--- src/core/fpcsb_consts.svh ---
`ifndef FPCSB_CONSTS_SVH
`define FPCSB_CONSTS_SVH

`define FPCSB_ADDR_W 4
`define FPCSB_OFF_CTX 4'h0
`define FPCSB_OFF_DBG 4'h4
`define FPCSB_OFF_EVT 4'h8

`define FPCSB_BIT_LAZY_ 0
`define FPCSB_BIT_USER_ 1
`define FPCSB_BIT_SEC_ 2
`define FPCSB_BIT_MODE_ 3
`define FPCSB_BIT_HF 4
`define FPCSB_BIT_MM 5
`define FPCSB_BIT_BF 6
`define FPCSB_BIT_SF 7
`define FPCSB_BIT_MON 8
`define FPCSB_BIT_SECMON 0
`define FPCSB_BIT_NSACC 1

`define FPCSB_CTX_WMASK 32'h0000017B
`define FPCSB_CTX_RST 32'h00000000
`define FPCSB_DBG_RST 32'h00000000

`endif

--- src/core/fpcsb_pkg.sv ---
package fpcsb_pkg;
   typedef logic [31:0] fpcsb_word_t;
   typedef enum logic [0:0] {
      FPCSB_HANDLER = 1'b0,
      FPCSB_THREAD = 1'b1
   } fpcsb_mode_e;
endpackage : fpcsb_pkg

--- src/core/fpcsb_top.sv ---
`timescale 1ns/1ps
`include "fpcsb_consts.svh"

module fpcsb_top
   import fpcsb_pkg::*;
(
   input wire logic clk_i,
   input wire logic sys_rst_i,
   input wire logic [`FPCSB_ADDR_W-1:0] addr_i,
   input wire logic [31:0] wdata_i,
   input wire logic wr_i,
   input wire logic rd_i,
   output logic [31:0] rdata_o,
   input wire logic frame_alloc_i,
   input wire logic alloc_thread_i,
   input wire logic alloc_unpriv_i,
   input wire logic alloc_dbgmon_ok_i,
   input wire logic alloc_busfault_ok_i,
   input wire logic alloc_memfault_ok_i,
   input wire logic alloc_hardfault_ok_i,
   input wire logic lazy_done_i,
   output logic lazy_save_active_o
);

   logic hardfault_pend_ok_reg;
   logic memfault_pend_ok_reg;
   logic busfault_pend_ok_reg;
   logic dbgmon_pend_ok_reg;
   logic user_reg;
   logic lazy_save_active_reg;
   logic [1:0] thread_bank_reg;
   logic secure_dbgmon_enable_reg;
   logic nsec_access_reg;
   logic [31:0] rdata_reg;

   // nsec_access selects the bank; the monitor bit is hidden only when secure_dbgmon_enable_reg is also set
   wire logic bank_sel = nsec_access_reg;
   wire logic mon_hidden = secure_dbgmon_enable_reg & nsec_access_reg;
   wire logic ctx_wr = wr_i & (addr_i == `FPCSB_OFF_CTX);
   wire logic dbg_wr = wr_i & (addr_i == `FPCSB_OFF_DBG);
   wire logic mon_wr_ok = ctx_wr & ~mon_hidden;

   wire fpcsb_word_t ctx_view = {23'h000000,
      dbgmon_pend_ok_reg & ~mon_hidden,
      1'b0,
      busfault_pend_ok_reg,
      memfault_pend_ok_reg,
      hardfault_pend_ok_reg,
      thread_bank_reg[bank_sel],
      1'b0,
      user_reg,
      lazy_save_active_reg};
   wire fpcsb_word_t dbg_view = {30'h00000000, nsec_access_reg, secure_dbgmon_enable_reg};
   wire fpcsb_word_t rd_mux = (addr_i == `FPCSB_OFF_CTX) ? ctx_view :
                              (addr_i == `FPCSB_OFF_DBG) ? dbg_view : 32'h00000000;

   // hardware capture on allocation wins over a same-cycle software write
   always_ff @(posedge clk_i) begin
      if (sys_rst_i) begin
         hardfault_pend_ok_reg <= 1'b0;
         memfault_pend_ok_reg <= 1'b0;
         busfault_pend_ok_reg <= 1'b0;
         dbgmon_pend_ok_reg <= 1'b0;
         user_reg <= 1'b0;
         thread_bank_reg <= 2'h0;
      end else if (frame_alloc_i) begin
         hardfault_pend_ok_reg <= alloc_hardfault_ok_i;
         memfault_pend_ok_reg <= alloc_memfault_ok_i;
         busfault_pend_ok_reg <= alloc_busfault_ok_i;
         dbgmon_pend_ok_reg <= alloc_dbgmon_ok_i;
         user_reg <= alloc_unpriv_i;
         thread_bank_reg[bank_sel] <= alloc_thread_i;
      end else if (ctx_wr) begin
         hardfault_pend_ok_reg <= wdata_i[`FPCSB_BIT_HF];
         memfault_pend_ok_reg <= wdata_i[`FPCSB_BIT_MM];
         busfault_pend_ok_reg <= wdata_i[`FPCSB_BIT_BF];
         if (mon_wr_ok) begin
            dbgmon_pend_ok_reg <= wdata_i[`FPCSB_BIT_MON];
         end
         user_reg <= wdata_i[`FPCSB_BIT_USER_];
         thread_bank_reg[bank_sel] <= wdata_i[`FPCSB_BIT_MODE_];
      end
   end

   // lazy flag: allocation sets it, completion clears it, software writes load it; allocation wins, then completion
   always_ff @(posedge clk_i) begin
      if (sys_rst_i) begin
         lazy_save_active_reg <= 1'b0;
      end else if (frame_alloc_i) begin
         lazy_save_active_reg <= 1'b1;
      end else if (lazy_done_i) begin
         lazy_save_active_reg <= 1'b0;
      end else if (ctx_wr) begin
         lazy_save_active_reg <= wdata_i[`FPCSB_BIT_LAZY_];
      end
   end

   always_ff @(posedge clk_i) begin
      if (sys_rst_i) begin
         secure_dbgmon_enable_reg <= 1'b0;
         nsec_access_reg <= 1'b0;
      end else if (dbg_wr) begin
         secure_dbgmon_enable_reg <= wdata_i[`FPCSB_BIT_SECMON];
         nsec_access_reg <= wdata_i[`FPCSB_BIT_NSACC];
      end
   end

   // mode bit deliberately drives nothing but the read path
   always_ff @(posedge clk_i) begin
      if (sys_rst_i) begin
         rdata_reg <= 32'h00000000;
      end else begin
         rdata_reg <= rd_i ? rd_mux : 32'h00000000;
      end
   end

   assign rdata_o = rdata_reg;
   assign lazy_save_active_o = lazy_save_active_reg;

endmodule : fpcsb_top

--- config.mk ---
export PLATFORM = sky130hd
export DESIGN_NAME = fpcsb_top
export DESIGN_NICKNAME = d
export VERILOG_FILES = /design/src/core/fpcsb_pkg.sv /design/src/core/fpcsb_top.sv
export VERILOG_INCLUDE_DIRS = /design/src /design/src/core
export SDC_FILE = /design/constraint.sdc
export NUM_CORES = 1
export LEC_CHECK = 0
export BUFFER_PORTS_ARGS = -buffer_cell sky130_fd_sc_hd__buf_2
export CORE_MARGIN = 10
export CORE_UTILIZATION = 40
export DETAILED_ROUTE_END_ITERATION = 6
export HOLD_SLACK_MARGIN = 0.15
export PLACE_DENSITY = 0.95
export SLEW_MARGIN = 30
export SYNTH_ARGS = -nofsm -noshare
export SYNTH_HDL_FRONTEND = slang
export SYNTH_SLANG_ARGS = --single-unit
--- constraint.sdc ---
create_clock -name clk_i -period 2.88 [get_ports clk_i]
set_input_delay 0.432 -clock clk_i [delete_from_list [all_inputs] [get_ports clk_i]]
set_output_delay 0.432 -clock clk_i [all_outputs]
set_load 0.05 [all_outputs]
==> impl_metrics.env <==
export IMPL_synth_cell_types=32
export IMPL_wl_per_cell_um=14.31
export IMPL_drive_gt1_share_pct=26.62
export IMPL_viasPerCell=4.778
export IMPL_track_usage_pct=9.620
export IMPL_ant_nets=0
export IMPL_maxCapViolCount=0
export IMPL_fmax_mhz=633.4
export IMPL_crit_path_end_kind="flip-flop"
export IMPL_port_buffers=30
export IMPL_tritoncts="built"
export IMPL_synth_area_leaders="dfxtp_1 36%, buf_4 20%, mux2i_1 4.2%"
export IMPL_skew_ns=0.001086
export IMPL_hold_ws_ns=0.3837
export IMPL_clock_sinks=17
export IMPL_drt_iter0_drc=40
export IMPL_post_route_drc_count=0
export IMPL_place_hpwl_mm=1.916
export IMPL_peakVddDrop_v=0.0002035
export IMPL_synth_most_common_cell="buf_4"
export IMPL_grt_first_pass_wirelength_mm=3.450
export IMPL_synth_largest_area_cell="dfxtp_1"
export IMPL_hold_viol=0
export IMPL_coreArea_sq_um=2255
export IMPL_postCtsSetupBuffers=0
export IMPL_vias=798
export IMPL_row_count=17
export IMPL_dieArea_sq_um=4749
export IMPL_rsz0062_at_grt="false"
export IMPL_largest_reg_flops=7
export IMPL_period_share_pct=54.81
export IMPL_synth_flop_cell="dfxtp_1"
export IMPL_timing_hold_worst_class="in -> reg"
export IMPL_antenna_cells=0
export IMPL_nets=188
export IMPL_grt_max_degree=15
export IMPL_die_x_um=68.92
export IMPL_yosysSeqAreaShare_pct=35.56
export IMPL_synthesis_area_sq_um=957.2
export IMPL_path_clk_slew_ns=0.09
export IMPL_grt_overflow=0
export IMPL_cp_required_ns=3.07
export IMPL_synth_top_area_share_pct=35.56
export IMPL_critical_path_peak_fanout=8
export IMPL_ctsResizeCount=0
export IMPL_synth_area_per_cell_sq_um=8.623
export IMPL_slew_viol_final=0
export IMPL_setup_tns_ns=0
export IMPL_finalNonFillerCells=167
export IMPL_cts_buffers=3
export IMPL_fin_crit_ns=1.579
export IMPL_power_mw=0.5062
export IMPL_io_pins=81
export IMPL_tightest_slew_ns=0.5305
export IMPL_ys_ff_latch=17
export IMPL_clockRootBuffer="clkbuf_4"
export IMPL_worstSetupStartpointType="input pin"
export IMPL_pre_cts_ws_ns=0.9845
export IMPL_worstPathArrival_ns=1.77
export IMPL_htreeDepth=1
export IMPL_drt_wl_total_mm=2.390
export IMPL_firstDrtPassIters=4
export IMPL_maxSlewHeadroom_pct=64.49
export IMPL_globalplace_congestion=0.7700
export IMPL_grt_pass1_vias=825
export IMPL_pwr_density_cell_nw_per_um2=482.2
export IMPL_setup_slack_ns=1.301
export IMPL_synth_edff_count=0
export IMPL_die_h_um=68.92
export IMPL_synthCells=111
export IMPL_setup_viol=0
export IMPL_yosysWarnings=0
export IMPL_p_leak_nw=0.4970
export IMPL_critPathKind="in -> reg"
export IMPL_n_fill_cell=235
export IMPL_clockBufferDepth=2
export IMPL_synthArstFlopShare_pct=0
export IMPL_cts_hold_buf=0
export IMPL_initial_core_util_pct=42.45
export IMPL_clock_latency_ns=0.29
export IMPL_antenna_found_initial=0
export IMPL_status="completed"
export IMPL_dp_cells=163
export IMPL_synthTopCellsByCount="25 x buf_4, 17 x dfxtp_1, 9 x nor2_1, 7 x o21ai_0, 6 x nand3_1"
export IMPL_area_growth_pct=9.674
[where the power goes]
group          internal, mW  switching, mW  total, mW
Combinational        0.0259          0.106      0.131
Clock                0.0540         0.0739      0.128
Sequential            0.243        0.00390      0.247
Total                 0.323          0.183      0.506
[layer usage]
layer / wire [um] / track usage, % / part of all wire, % / up-vias
met5: 0 / 0 / 0 / -
met4: 38 / 7.389 / 1.6 / 0
met3: 301 / 2.576 / 13 / 4
met2: 1137 / 16.55 / 48 / 46
met1: 913 / 9.669 / 38 / 357
li1: - / - / - / 391
[critical path, stage by stage]
cell and delay, ns:
buf_2 0.12, or4b_1 0.69, o21ai_2 0.20, mux2_1 0.32
[through the flow]
stage | instance area (sq um) | utilization (%)
floorplan | 1047 | -
global placement | 1023 | 45.39
detailed placement | 1023 | 45.39
CTS | 1050 | 46.56
global route | 1050 | 46.56
finish | 1050 | 46.56
[logic make-up after synthesis]
group,count (synthesis),synth area share [%]
AOI/OAI and AO/OA,20,13.86
buffers and inverters,33,23.01
DFF,17,35.56
muxes,6,6.536
other,1,0.3918
and+or+nand+nor,34,20.65
[cell usage in the layout (no fill, tap or decap), types with 3 or more instances in the layout]
| master | count |
|---|---|
| conb_1 | 25 |
| mux2i_1 | 4 |
| and2_1 | 3 |
| buf_2 | 30 |
| dfxtp_1 | 17 |
| a311oi_1 | 3 |
| nand3_1 | 6 |
| nand2_1 | 4 |
| nor2_1 | 9 |
| clkbuf_4 | 3 |
| a21oi_1 | 4 |
| o21ai_0 | 7 |
[path summary, 6_finish.rpt]
| kind | startpoint | to | slack, ns | depth (start not counted) |
|---|---|---|---|---|
| worst min register to register | memfault_pend_ok_reg | rdata_o[5] | 0.46 | 1 |
| worst max register to register | bank_sel | thread_bank_reg[0] | 1.70 | 3 |
| worst max-delay path | addr_i[3] | thread_bank_reg[1] | 1.30 | 4 |
| worst min-delay path | wdata_i[4] | hardfault_pend_ok_reg | 0.38 | 2 |
[area by class of cell]
class	instances	area, sq um	share of cell area (%)
Sequential cell	17	340.3	32.42
Multi-Input combinational cell	85	486.7	46.36
Clock buffer	4	26.28	2.503
Timing Repair Buffer	30	150.1	14.30
Inverter	3	11.26	1.073
Tap cell	28	35.03	3.337
Power figures use the tool's default switching activity.
